==> config.mk <==
export PLATFORM = sky130hd
export DESIGN_NAME = mc_status_logger
export DESIGN_NICKNAME = d
export VERILOG_FILES = /design/src/shared/mc_status_pkg.sv /design/src/shared/mc_event_if.sv /design/src/hdl/mc_status_bank.sv /design/src/hdl/mc_status_logger.sv
export SDC_FILE = /design/constraint.sdc
export NUM_CORES = 1
export LEC_CHECK = 0
export ABC_AREA = 1
export BUFFER_PORTS_ARGS = -buffer_cell sky130_fd_sc_hd__buf_2
export CORE_MARGIN = 8
export CORE_UTILIZATION = 50
export CTS_CLUSTER_DIAMETER = 100
export CTS_CLUSTER_SIZE = 30
export DETAILED_ROUTE_END_ITERATION = 10
export GPL_TIMING_DRIVEN = 0
export PLACE_DENSITY = 0.77
export SYNTH_ARGS = -nofsm -noshare
export SYNTH_HDL_FRONTEND = slang
export SYNTH_HIERARCHICAL = 1
export SYNTH_SLANG_ARGS = --single-unit
==> constraint.sdc <==
create_clock -name pclk -period 3.7 [get_ports pclk]
set_clock_uncertainty 0.1 [all_clocks]
set_input_delay 0.185 -clock pclk [delete_from_list [all_inputs] [get_ports pclk]]
set_output_delay 0.185 -clock pclk [all_outputs]
set_load 0.01 [all_outputs]
==> src/shared/mc_status_pkg.sv <==
// Package with register map, field positions and codes for the status logger.
package mc_status_pkg;
  localparam logic [11:0] OFF_STATUS_LO = 12'h000;
  localparam logic [11:0] OFF_STATUS_HI = 12'h004;
  localparam logic [11:0] OFF_CTRL      = 12'h008;
  localparam logic [11:0] OFF_THRESH    = 12'h00C;
  localparam logic [11:0] OFF_EVENT     = 12'h010;
  localparam logic [11:0] OFF_RESETINFO = 12'h014;
  localparam int POS_VALID   = 63;
  localparam int POS_OVER    = 62;
  localparam int POS_EN      = 60;
  localparam int POS_ADDR_VALID = 58;
  localparam int POS_TH_LO   = 53;
  localparam int POS_CNT_LO  = 38;
  localparam int CNT_W       = 16;
  localparam int THR_W       = 15;
  localparam logic [1:0]  TH_GREEN   = 2'h0;
  localparam logic [1:0]  TH_YELLOW  = 2'h2;
  localparam logic [15:0] CODE_TIMER = 16'h0400;
  localparam logic [15:0] CODE_CACHE_CORR = 16'h0101;
  localparam logic [15:0] CODE_MID_CACHE_FATAL = 16'h0102;
  localparam logic [14:0] THRESH_RESET    = 15'h0000;
  localparam logic [15:0] YELLOW_RESET    = 16'h0000;
  localparam logic [63:0] STATUS_RESET    = 64'h0;
  // Event kinds carried on the internal event channel.
  typedef enum logic [3:0] {
    EV_CORR   = 4'h1,
    EV_UNCORR = 4'h2,
    EV_TIMER  = 4'h4,
    EV_POISON = 4'h8
  } ev_kind_e;
  localparam logic [31:0] EV_FIELD_MASK = 32'h0000_000F;
endpackage : mc_status_pkg

==> src/shared/mc_event_if.sv <==
// Interface carrying one decoded error event into the status bank.
`timescale 1ns/1ps
`default_nettype none
interface mc_event_if;
  logic        ev_pulse;
  logic [3:0]  ev_kind;
  logic        ev_addr_ok;
  logic [15:0] ev_code;
  modport src (output ev_pulse, ev_kind, ev_addr_ok, ev_code);
  modport dst (input  ev_pulse, ev_kind, ev_addr_ok, ev_code);
endinterface : mc_event_if
`default_nettype wire

==> src/hdl/mc_status_bank.sv <==
// One 64-bit machine check status bank with tally and threshold tracking.
`timescale 1ns/1ps
`default_nettype none
module mc_status_bank (
  input  wire logic        pclk,
  input  wire logic        presetn,
  input  wire logic        clear,
  input  wire logic [14:0] thresh,
  input  wire logic [15:0] yellow,
  mc_event_if.dst          ev,
  output logic      [63:0] status_r,
  output logic             cei_r
);
  logic [15:0] cnt_nxt;
  logic        corr;
  logic        unc;
  assign corr    = ev.ev_pulse && (ev.ev_kind == 4'h1);
  assign unc     = ev.ev_pulse && (ev.ev_kind != 4'h1);
  assign cnt_nxt = status_r[53:38] + 16'h0001;

  always_ff @(posedge pclk or negedge presetn) begin
    if (!presetn) begin
      status_r <= mc_status_pkg::STATUS_RESET; // see RULE4
    end else if (ev.ev_pulse) begin
      if (status_r[mc_status_pkg::POS_VALID]) begin
        status_r[mc_status_pkg::POS_OVER] <= 1'b1; // see RULE1
      end
      status_r[mc_status_pkg::POS_VALID] <= 1'b1; // see RULE4
      if (unc || !status_r[mc_status_pkg::POS_VALID]) begin
        status_r[15:0] <= ev.ev_code; // see RULE2
        status_r[mc_status_pkg::POS_ADDR_VALID] <= ev.ev_addr_ok; // see RULE1
      end
      if (ev.ev_kind == 4'h8) begin
        status_r[mc_status_pkg::POS_EN] <= 1'b1; // see RULE6
      end
      if (corr && status_r[53:38] != 16'hFFFF) begin
        // Tally is saturating; bits 54:53 overlap its top bit.
        status_r[53:38] <= cnt_nxt; // see RULE8
        if (cnt_nxt > yellow) begin
          status_r[54] <= 1'b1; // see RULE3
        end
      end
    end else if (clear) begin
      status_r <= mc_status_pkg::STATUS_RESET;
    end
  end

  always_ff @(posedge pclk or negedge presetn) begin
    if (!presetn) begin
      cei_r <= 1'b0;
    end else begin
      cei_r <= (thresh != 15'h0000) &&
               (status_r[52:38] >= thresh); // see RULE8
    end
  end

  AST_SET_VALID: assert property ( // see RULE4
    @(posedge pclk) disable iff (!presetn)
    ev.ev_pulse |=> status_r[63])
    else $error("valid not set");
  AST_OVER: assert property ( // see RULE1
    @(posedge pclk) disable iff (!presetn)
    (unc && status_r[63] && !ev.ev_addr_ok)
    |=> status_r[62] && !status_r[58])
    else $error("overflow or address valid wrong");
  AST_CODE: assert property ( // see RULE2
    @(posedge pclk) disable iff (!presetn)
    (unc || (corr && !status_r[63]))
    |=> status_r[15:0] == $past(ev.ev_code))
    else $error("code not logged");
  AST_YELLOW: assert property ( // see RULE3
    @(posedge pclk) disable iff (!presetn)
    (status_r[54] && !clear) |=> status_r[54])
    else $error("yellow lost");
  AST_EN: assert property ( // see RULE6
    @(posedge pclk) disable iff (!presetn)
    (ev.ev_pulse && ev.ev_kind == 4'h8) |=> status_r[60])
    else $error("enable not set");
endmodule : mc_status_bank
`default_nettype wire

==> src/hdl/mc_status_logger.sv <==
// Top level: APB slave, event decode and reset tracking for the status bank.
// Notes on behaviour
// RULE1: correctable with address, then uncorrectable without: overflow set, address-valid cleared.
// RULE2: corrected cache data/tag error logs code 000x_0001_xxxx_xx01.
// RULE3: threshold bits 54:53 read 10B past yellow, never back to 00B; here bit 53 is the tally top bit, so they read 11B from a tally of 8000 hex;
// the code returns them to 00B on a clear written to the control register.
// RULE4: valid bit 63 only after real logging; reset clears bank cleanly.
// RULE5: cache slice progress timer expiry logs code 0400 hex.
// RULE6: mid-level cache poisoned fatal error sets the enable flag.
// RULE7: reset with power-ok held high counts as warm reset.
// RULE8: corrected tally in 53:38; interrupt when tally meets threshold; the code compares only bits 52:38 and gives none at threshold 0.
//
// Register access over APB and the register addresses were left to the implementer.
`timescale 1ns/1ps
`default_nettype none
module mc_status_logger (
  input  wire logic        pclk,
  input  wire logic        presetn,
  input  wire logic        psel,
  input  wire logic        penable,
  input  wire logic        pwrite,
  input  wire logic [11:0] paddr,
  input  wire logic [31:0] pwdata,
  input  wire logic        power_ok_pin,
  output logic      [31:0] prdata,
  output logic             pready,
  output logic             pslverr,
  output logic             corrected_error_interrupt
);
  mc_event_if evb ();
  logic [63:0] status;
  logic        cei;
  logic [14:0] thresh_r;
  logic [15:0] yellow_r;
  logic        clear_r;
  logic        pok_s1_r;
  logic        pok_s2_r;
  logic        warm_r;
  logic        ev_pulse_r;
  logic [3:0]  ev_kind_r;
  logic        ev_addr_r;
  logic [15:0] ev_code_r;
  logic        wr;
  logic        rd;
  logic        hit;
  logic [31:0] rdata_nxt;

  // A write takes effect only at the edge where pready is seen high.
  assign wr  = psel && penable && pwrite && pready;
  assign rd  = psel && penable && !pwrite;
  assign hit = (paddr == mc_status_pkg::OFF_STATUS_LO) ||
               (paddr == mc_status_pkg::OFF_STATUS_HI) ||
               (paddr == mc_status_pkg::OFF_CTRL) ||
               (paddr == mc_status_pkg::OFF_THRESH) ||
               (paddr == mc_status_pkg::OFF_EVENT) ||
               (paddr == mc_status_pkg::OFF_RESETINFO);

  assign evb.ev_pulse   = ev_pulse_r;
  assign evb.ev_kind    = ev_kind_r;
  assign evb.ev_addr_ok = ev_addr_r;
  assign evb.ev_code    = ev_code_r;

  mc_status_bank u_bank (
    .pclk     (pclk),
    .presetn  (presetn),
    .clear    (clear_r),
    .thresh   (thresh_r),
    .yellow   (yellow_r),
    .ev       (evb),
    .status_r (status),
    .cei_r    (cei)
  );

  // Power-ok comes from a pin and is synchronised before use.
  // The stages stay out of reset so that they track the pin during reset.
  always_ff @(posedge pclk) begin
    pok_s1_r <= power_ok_pin;
    pok_s2_r <= pok_s1_r;
  end

  // The first clock after release records whether power stayed good.
  logic first_r;
  always_ff @(posedge pclk or negedge presetn) begin
    if (!presetn) begin
      first_r <= 1'b1;
      warm_r  <= 1'b0;
    end else begin
      first_r <= 1'b0;
      if (first_r) begin
        warm_r <= pok_s2_r; // see RULE7
      end
    end
  end

  // Software injected event: writing a nonzero kind to the event register raises one pulse.
  always_ff @(posedge pclk or negedge presetn) begin
    if (!presetn) begin
      ev_pulse_r <= 1'b0;
      ev_kind_r  <= 4'h0;
      ev_addr_r  <= 1'b0;
      ev_code_r  <= 16'h0000;
    end else begin
      ev_pulse_r <= wr && (paddr == mc_status_pkg::OFF_EVENT) &&
                    (pwdata[3:0] != 4'h0);
      if (wr && paddr == mc_status_pkg::OFF_EVENT) begin
        ev_kind_r <= pwdata[3:0];
        ev_addr_r <= pwdata[4];
        unique case (pwdata[3:0])
          4'h1: ev_code_r <= mc_status_pkg::CODE_CACHE_CORR; // see RULE2
          4'h4: ev_code_r <= mc_status_pkg::CODE_TIMER; // see RULE5
          4'h8: ev_code_r <= mc_status_pkg::CODE_MID_CACHE_FATAL; // see RULE6
          default: ev_code_r <= pwdata[31:16];
        endcase
      end
    end
  end

  always_ff @(posedge pclk or negedge presetn) begin
    if (!presetn) begin
      thresh_r <= mc_status_pkg::THRESH_RESET;
      yellow_r <= mc_status_pkg::YELLOW_RESET;
      clear_r  <= 1'b0;
    end else begin
      clear_r <= wr && (paddr == mc_status_pkg::OFF_CTRL) && pwdata[0];
      if (wr && paddr == mc_status_pkg::OFF_THRESH) begin
        thresh_r <= pwdata[14:0]; // see RULE8
        yellow_r <= pwdata[31:16];
      end
    end
  end

  always_comb begin
    rdata_nxt = 32'h0000_0000;
    unique case (paddr)
      mc_status_pkg::OFF_STATUS_LO: rdata_nxt = status[31:0];
      mc_status_pkg::OFF_STATUS_HI: rdata_nxt = status[63:32];
      mc_status_pkg::OFF_THRESH:    rdata_nxt = {yellow_r, 1'b0, thresh_r};
      mc_status_pkg::OFF_RESETINFO: rdata_nxt = {31'h0, warm_r};
      default:                      rdata_nxt = 32'h0000_0000;
    endcase
  end

  // Answer in the second access cycle; pready is a registered pulse.
  always_ff @(posedge pclk or negedge presetn) begin
    if (!presetn) begin
      prdata  <= 32'h0000_0000;
      pready  <= 1'b0;
      pslverr <= 1'b0;
      corrected_error_interrupt <= 1'b0;
    end else begin
      corrected_error_interrupt <= cei; // see RULE8
      pready  <= psel && penable && !pready;
      pslverr <= psel && penable && !pready && !hit;
      if (rd && !pready) begin
        prdata <= rdata_nxt;
      end
    end
  end

  AST_RESET_CLEAN: assert property ( // see RULE4
    @(posedge pclk) disable iff (!presetn)
    first_r |-> status == mc_status_pkg::STATUS_RESET)
    else $error("bank not clean after reset");
  AST_TIMER_CODE: assert property ( // see RULE5
    @(posedge pclk) disable iff (!presetn)
    (ev_pulse_r && ev_kind_r == 4'h4)
    |=> status[15:0] == mc_status_pkg::CODE_TIMER)
    else $error("timer code");
  AST_WARM: assert property ( // see RULE7
    @(posedge pclk) disable iff (!presetn)
    first_r |=> warm_r == $past(pok_s2_r))
    else $error("warm flag");
endmodule : mc_status_logger
`default_nettype wire

After elaboration in Yosys (flattened, before gate mapping)
Index checks and enable logic that the tools add are counted.

Bits in registers: 131. Word-level logic and storage cells: 91.

Add/subtract/negate cells: 1. Magnitude comparators: 2. Equality and inequality tests: 17. Muxes and demuxes: 14. Reductions and logical operators: 35.

Operators by type and width (count): 32-bit one-hot mux with 4 select lines (1); 64-bit two-way mux (1); 16-bit one-hot mux with 3 select lines (1); 17-bit two-way mux (2); 16-bit two-way mux (2); 12-bit by 4-bit equality test with 1-bit output (second input constant) (2); 12-bit by 5-bit equality test with 1-bit output (second input constant) (2); 16-bit by 1-bit adder with 16-bit output (second input constant) (1); 16-bit > comparator (1); 1-bit logical AND (16); 16-bit != test (second input constant) (1); 15-bit greater-or-equal comparator (1); 15-bit nonzero test (1); 12-bit by 3-bit equality test with 1-bit output (second input constant) (1); 12-bit logical NOT (1); 2-bit by 1-bit != test with 1-bit output (second input constant) (5); 4-bit by 1-bit equality test with 1-bit output (second input constant) (2); 4-bit equality test (second input constant) (2); 2-bit AND reduction (4); 1-bit logical OR (6); 1-bit two-way mux (6); 4-bit by 3-bit equality test with 1-bit output (second input constant) (1); 1-bit logical NOT (4); 4-bit by 1-bit != test with 1-bit output (second input constant) (1); other kinds (4) (4).

Depth between registers and ports, before layout
Gate-level depths: netlist of run 1.

Word-level depth: 8. Depth in mapped cells: 17. Mapped depth without buffers: 17.

By module
Netlist of run 1, hierarchy kept.

Modules (own cells, without submodules): mc_status_logger (times used 1, cells an instance 552, area an instance 4423.0 µm²); mc_status_bank (times used 1, cells an instance 416, area an instance 2954.1 µm²).

Worst setup path before layout of run 1
OpenSTA, ideal clock, no wires.

Path kind: reg-to-reg. From: register u_bank.status_r[40]. To: register u_bank.status_r[54]. Setup time: 0.116 ns. Arrival time: 2.004 ns. Required time: 3.484 ns. Slack: 1.480 ns. Stages on the path, launching flop included: 15. Path buffers: 0. Cells stage by stage: dfrtp_1 > nand3_1 > nor2_1 > nand2_1 > nor2_1 > nand3_1 > and2_1 > ha_1 > nand2_1 > nor2_1 > nand2_1 > nor2_1 > nor2_1 > nand2_1 > nand2_1.

Word-level cells in the longest chain between the ends: 4.

Ends and longest elaborated chain: start: declaration (line mc_status_bank.sv:11) `output logic [63:0] status_r,`; start signal: assignment (line mc_status_bank.sv:23) `status_r <= mc_status_pkg::STATUS_RESET;`; start signal: indexed assignment (line mc_status_bank.sv:31) `status_r[mc_status_pkg::POS_ADDR_VALID] <= ev.ev_addr_ok;`; start signal: assignment (line mc_status_bank.sv:38) `status_r[53:38] <= cnt_nxt;`; 16-bit by 1-bit adder with 16-bit output / 16-bit != test (equally long branches) (line mc_status_bank.sv:19, mc_status_bank.sv:36); 16-bit > comparator / 1-bit logical AND (equally long branches) (line mc_status_bank.sv:39, mc_status_bank.sv:36); 2-bit by 1-bit != test with 1-bit output (no source line); 3-bit AND reduction (no source line) *.

Every way passes the cells marked *; elsewhere a longest branch is shown, timed or not. A chain may end at the register's enable or synchronous reset.

Worst setup path after layout of run 1
Ends and elaborated chain as after synthesis.

==> flow_summary.yaml, run 1 <==
layout:
  fillers: 1245
  nets: 1214
  num_antenna_cells: 0
  area_growth_pct: 23.64
  drive_gt1_share_pct: 17.73
floorplanning:
  ios: 85
  coreArea_mm2: 0.01448
  die_w_um: 137.5
  num_rows: 44
  start_util_pct: 50.95
  die_h_um: 137.5
  die_area_mm2: 0.01890
sta:
  worst_pin_slew_ns: 0.5720
  maxSlewHeadroom_pct: 61.87
  finalSetupViolCount: 0
  drv_slew: 0
  finalWorstSetupSlack_ns: 0.9841
  post-route-min-period_ns: 2.716
  hold_viol: 0
  setup_tns_ns: 0
  max_freq_mhz: 368.2
  rsz0062_at_grt: "no"
  period_share_pct: 73.40
logic_synthesis:
  synth-seq-cells: 131
  synth_seq_area_share_pct: 44.32
  synth_top_cell_by_area: "dfrtp_1"
  yosysUniqueCellTypes: 40
  synth_edf_count: 0
  syn_avg_cell_area_um2: 7.621
  synth_flop_cell: "dfrtp_1"
  synthCells: 968
  synth_top_area_share_pct: 43.42
  synth.cell_area_mm2: 0.007377
  yosysWarningCount: 6
  async_reset_ff_share_pct: 98.47
  synth_commonest_cells: "nand2_1 (298), nand3_1 (143), dfrtp_1 (128)"
  ys_top_cells_by_area: "dfrtp_1 (43%), nand2_1 (15%), nand3_1 (9.7%)"
  synth.most_common_cell: "nand2_1"
route:
  drt-pass1-iter-count: 5
  wl_per_cell_um: 15.59
  vias: 6854
  viasPerCell: 5.157
  postRouteWirelength_um: 20720
  drt_iter0_drc: 572
  ant_nets: 0
  drc_errors: 0
placed_design:
  numPortBuffers: 83
  dp_hpwl_um: 15420
  routabilityCongestion: 0.9173
  dp_slack_ns: 1.124
clock_tree:
  clock_path_buffers: 2
  cts-buffers-inserted: 17
  h-tree-depth: 4
  clock-sinks: 131
  cts_tree: "done"
  clk_pin_slew_ns: 0.06
  cts_root_buf: "clkbuf_16"
  insertion_delay_ns: 0.43
worst_setup_path:
  cp-end-kind: "register"
  required_ns: 3.92
  worst-path-max-fanout: 6
  slowest_stage: "dfrtp_1"
  path_cells: "nand3_1 > nor2_1 > nand2_1 > nor2_1 > nand3_1 > and2_1 > ha_1 > nand2_1 > nor2_1 > nand2_1 > nor2_1 > nor2_1 > nand2_1 > nand2_1"
  arrival_ns: 2.93
  startpoint_type: "register"
  critPathMaxStageDelay_ns: 0.49
  worstSetupPathType: "reg2reg"
power_and_ir_drop:
  p_per_area_mw_per_mm2: 367.2
  p_leak_nw: 4.905
  ir_drop_uv: 327.6
min_path:
  hp-class: "in2reg"
flow_run:
  drv_cap: 0
global_routing:
  grt_pass1_vias: 6474
  grt_usage_pct: 22.71
  overflow: 0
  grt_pass1_wl_um: 32830
  antenna_found_initial: 0
  grt_max_degree: 72
outcome:
  status: "finished clean"
## metrics by stage
step | hold WS (ns) | std cells | area [um2] | power (mW) | util [%]
floorplan | -0.2106 | 994 | 7475 | 1.530 | -
global placement | 0.1880 | 1261 | 8120 | 1.599 | 56.08
detailed placement | 0.09584 | 1262 | 8154 | 1.604 | 56.32
CTS | 0.001756 | 1329 | 9121 | 3.371 | 63.00
global route | 0.03365 | 1329 | 9121 | 3.457 | 63.00
finish | 0.02637 | 1329 | 9121 | 3.350 | 63.00
## layout by cell type, fill, tap and decap left out, drive strengths merged, types with 31 or more instances in the layout
cell | netlist | layout
dfrtp | 128 | 128
ha | 32 | 32
dlygate4sd3 | 0 | 35
clkbuf | 13 | 31
nor2 | 47 | 47
buf | 53 | 137
inv | 110 | 114
nand3 | 143 | 143
nand2 | 303 | 303
o21ai | 84 | 84
## layer usage
| metal | up-vias | global-route usage (%) | wire [um] |
|---|---|---|---|
| met4 | 0 | 9.535 | 502 |
| met5 | - | 0 | 0 |
| met2 | 263 | 36.28 | 9718 |
| li1 | 3399 | - | - |
| met1 | 3152 | 29.23 | 8751 |
| met3 | 40 | 4.887 | 1743 |
## logic make-up (layout without fill, tap and decap cells)
family / after synthesis / after routing / synth area share [%]
AO/OA/AOI/OAI: 104 / 104 / 8.022
XOR/XNOR: 8 / 8 / 0.9498
adder cells (fa/ha/maj): 32 / 32 / 5.427
buffers and inverters: 177 / 328 / 11.06
flip-flops: 131 / 131 / 44.32
multiplexers: 1 / 1 / 0.1526
other: 2 / 28 / 0.1018
AND/OR/NAND/NOR: 513 / 513 / 29.97
## worst paths after layout
| kind | endpoint | startpoint | cells past startpoint | slack, ns |
|---|---|---|---|---|
| worst max-delay path | u_bank/status_r[54] | u_bank/status_r[40] | 14 | 0.98 |
| worst min-delay path | ev_kind_r[2] | pwdata[2] | 3 | 0.03 |
| worst max register to register | u_bank/status_r[54] | u_bank/status_r[40] | 14 | 0.98 |
| worst min register to register | pok_s2_r | pok_s1_r | 0 | 0.23 |
| max in group asynchronous | first_r | presetn | 3 | 2.54 |
| min in group asynchronous | yellow_r[11] | presetn | 2 | 0.20 |
## timing repair
item                                    CTS  global route
endpoints found under the hold margin   104             0
hold buffers                             35             0
endpoints found under the setup margin    0             0
resized for setup                         0             0
setup buffers                             0             0
## power breakdown
| part | leakage, nW | switching (mW) | internal [mW] |
|---|---|---|---|
| Clock | 0.302 | 0.655 | 1.09 |
| Sequential | 1.81 | 0.00198 | 1.44 |
| Combinational | 2.79 | 0.0923 | 0.0764 |
## area by class of cell
type                       instances  area (um2)  share of cell area [%]
timing repair buffer             119       799.5                   8.765
clock buffer                      18       439.2                   4.815
multi-input combinational        686        3390                   37.16
sequential                       131        3269                   35.84
inverter                         111       421.7                   4.623
buffer                            66       394.1                   4.321
clock inverter                    14       177.7                   1.948
tap                              184       230.2                   2.524
## worst max-delay path, delay by kind of cell (launching register included)
| family | cells | cell delay (ns) |
|---|---|---|
| DFF | 1 | 0.49 |
| adders and majority gates | 1 | 0.29 |
| and+or+nand+nor | 13 | 1.72 |
## state kept, by name, summed over array words and instances (netlist names), 4 cells and up
signal	count
ev_kind_r	4
ev_code_r	16
thresh_r	15
prdata	32
u_bank/status_r	37
yellow_r	16
No activity file was read; power rests on OpenSTA's default activity.
==> run 2: changes to the inputs <==
--- a/config.mk
+++ b/config.mk
@@ -5,7 +5,7 @@
 export SDC_FILE = /design/constraint.sdc
 export NUM_CORES = 1
 export LEC_CHECK = 0
-export ABC_AREA = 1
+export ABC_AREA = 0
 export BUFFER_PORTS_ARGS = -buffer_cell sky130_fd_sc_hd__buf_2
 export CORE_MARGIN = 8
 export CORE_UTILIZATION = 50
@@ -13,7 +13,7 @@
 export CTS_CLUSTER_SIZE = 30
 export DETAILED_ROUTE_END_ITERATION = 10
 export GPL_TIMING_DRIVEN = 0
-export PLACE_DENSITY = 0.77
+export PLACE_DENSITY = 0.8
 export SYNTH_ARGS = -nofsm -noshare
 export SYNTH_HDL_FRONTEND = slang
 export SYNTH_HIERARCHICAL = 1
==> constraint.sdc (replaced) <==
create_clock -name pclk -period 2.3 [get_ports pclk]
set_clock_uncertainty 0.1 [all_clocks]
set_input_delay 0.115 -clock pclk [delete_from_list [all_inputs] [get_ports pclk]]
set_output_delay 0.115 -clock pclk [all_outputs]
set_load 0.01 [all_outputs]
==> flow_summary.yaml, run 2 <==
outcome:
  status: "finished with violations"
  violations: "setup timing"
worst_setup_path:
  crit_start: "u_bank/status_r[38]"
  cp-end-kind: "register"
  rr_worst_depth: 10
  worst-path-max-fanout: 5
  required_ns: 2.48
  arrival_ns: 2.79
  endpoint: "u_bank/status_r[54]"
  worstSetupPathType: "reg2reg"
  rrSetupSlack_ns: -0.31
  r2r_start: "u_bank/status_r[38]"
  startpoint_type: "register"
  r2r_end: "u_bank/status_r[54]"
logic_synthesis:
  async_reset_ff_share_pct: 98.47
  ys_top_cells_by_area: "dfrtp_1 (46%), a22o_1 (7.5%), mux2_2 (6.1%)"
  syn_avg_cell_area_um2: 10.50
  synth_top_cell_by_area: "dfrtp_1"
  synthCells: 666
  synth_commonest_cells: "dfrtp_1 (128), nand2_1 (64), a22o_1 (60)"
  yosysUniqueCellTypes: 57
  yosysWarningCount: 6
  synth_top_area_share_pct: 45.82
  synth.most_common_cell: "dfrtp_1"
  synth-seq-cells: 131
  synth_seq_area_share_pct: 46.77
  synth_flop_cell: "dfrtp_1"
  synth_edf_count: 0
  synth.cell_area_mm2: 0.006990
route:
  dr_wl_met3_um: 1647
  wl_per_cell_um: 19.92
  viasPerCell: 5.804
  drt_iter0_drc: 500
  drt-pass1-iter-count: 5
  drc_errors: 0
  postRouteWirelength_um: 20600
  vias: 6001
  drt-met1-wl_um: 8590
  maxUsedRoutingLayer: "met4"
  wl_met2_um: 9528
  ant_nets: 0
sta:
  post-route-min-period_ns: 2.607
  whs_ns: 0.08165
  maxSlewHeadroom_pct: 56.21
  finalWorstSetupSlack_ns: -0.3068
  max_freq_mhz: 383.6
  drv_slew: 0
  period_share_pct: 113.3
  rsz0062_at_grt: "yes"
  hold_viol: 0
  finalSetupViolCount: 1
  worst_pin_slew_ns: 0.6514
layout:
  largestRegisters: "u_bank/status_r x37, prdata x32"
  area_growth_pct: 27.58
  final_common_cell: "dfrtp_1"
  largest_register_ffs: 37
  stdcell_count: 1034
  regMostFlops: "u_bank/status_r"
  num_antenna_cells: 0
  nets: 923
  drive_gt1_share_pct: 28.22
  final_cell_mix: "dfrtp_1 (118), buf_2 (86), nand2_1 (63)"
floorplanning:
  num_rows: 43
  die_h_um: 134.2
  start_util_pct: 50.75
  ios: 85
  die_w_um: 134.2
  coreArea_mm2: 0.01377
  die_area_mm2: 0.01802
power_and_ir_drop:
  clkPwrFrac_pct: 52.3
  p_per_area_mw_per_mm2: 607.3
  seqPwrFrac_pct: 42.7
  p_leak_nw: 4.366
  combPwrFrac_pct: 5.0
  p_int_mw: 4.184
  switching_share_pct: 22.75
  ir_drop_uv: 505.1
  power.switching_mw: 1.232
clock_tree:
  clock-sinks: 131
  cts_tree: "done"
  cts-buffers-inserted: 17
  cts_root_buf: "clkbuf_16"
  h-tree-depth: 4
  insertion_delay_ns: 0.42
  clk_pin_slew_ns: 0.06
  clock_path_buffers: 2
placed_design:
  routabilityCongestion: 0.9087
  numPortBuffers: 78
  dp_hpwl_um: 13570
  dp_slack_ns: -0.5745
  dpl.cell_count: 951
global_routing:
  grt_max_degree: 90
  grt_usage_pct: 23.48
  grt_pass1_wl_um: 33240
  overflow: 0
  antenna_found_initial: 0
  grt_pass1_vias: 6114
flow_run:
  drv_cap: 0
min_path:
  hp-class: "in2async"
==> run 2: cell types whose count changed after synthesis, sizes merged, moves of 33 or more <==
cell,delta
nand3,-130
a22oi,+33
inv,-70
nand2,-237
mux2,+37
nor2,-35
a22o,+60
o21ai,-36
==> run 2: metal layers <==
metal	vias to the layer above	GRT usage (%)
met4	0	11.79
met3	55	4.712
met1	2901	30.00
li1	2737	-
met2	308	37.15
met5	-	0
==> run 2: what timing repair did <==
item                                    in CTS  in global routing
hold buffers                                36                  0
endpoints found under the setup margin       1                 11
endpoints found under the hold margin      178                  0
setup buffers                               15                  0
resized for setup                           15                  4
pin swaps                                    6                  0
==> run 2: worst max-delay path, stage by stage, from the launching register on <==
cell and delay, ns:
dfrtp_2 0.43, ha_4 0.19, nand2_1 0.14, nor3_4 0.25
and3_4 0.23, xor2_1 0.20, ha_1 0.28, nand4_1 0.16
nor4_2 0.06, a221oi_1 0.28, a22oi_1 0.14
==> run 2: cell families (layout without fill, tap and decap cells) <==
| group | Yosys count | in the layout | synth area share, % |
|---|---|---|---|
| other | 2 | 28 | 0.1074 |
| AOI/OAI and AO/OA | 196 | 196 | 19.96 |
| buffers and inverters | 106 | 268 | 8.054 |
| DFF | 131 | 131 | 46.77 |
| muxes | 40 | 40 | 6.408 |
| and+or+nand+nor | 143 | 143 | 10.95 |
| adders and majority gates | 33 | 33 | 5.871 |
| xor gates and xnor gates | 15 | 15 | 1.879 |
==> run 2: worst min path at each step <==
stage | end | depth (start not counted)
after floorplan | clear_r | 0
after global placement | pok_s1_r | 1
after detailed placement | pslverr | 1
after CTS | pready | 2
after global routing | pready | 2
final | clear_r | 2
==> run 2: layout make-up <==
class	count	area, um2
clock buffer	18	439.2
multi-input combinational	455	3333
clock inverter	14	178.9
buffer	66	412.9
sequential	131	3282
tap	180	225.2
inverter	40	150.1
timing repair buffer	130	897.1
fill	1040	4855
==> run 2: stage by stage <==
| step | instance area, um2 | utilization (%) | TNS, ns | total power, mW |
|---|---|---|---|---|
| final | 8919 | 64.75 | -0.3068 | 5.416 |
| after global routing | 8919 | 64.75 | -0.4861 | 5.563 |
| after CTS | 8900 | 64.62 | -0.2240 | 5.423 |
| after detailed placement | 7762 | 56.36 | -1.346 | 2.575 |
| after global placement | 7729 | 56.11 | -82.12 | 2.566 |
| after floorplan | 7113 | - | -0.1412 | 2.452 |
==> run 2: power by group through the flow <==
stage / Clock, mW / Sequential (mW) / Combinational (mW)
2_1_floorplan: 0 / 2.36 / 0.0940
3_3_place_gp: 0 / 2.36 / 0.209
3_5_place_dp: 0 / 2.36 / 0.218
4_1_cts: 2.84 / 2.31 / 0.265
5_1_grt: 2.95 / 2.31 / 0.296
6_report: 2.83 / 2.31 / 0.269
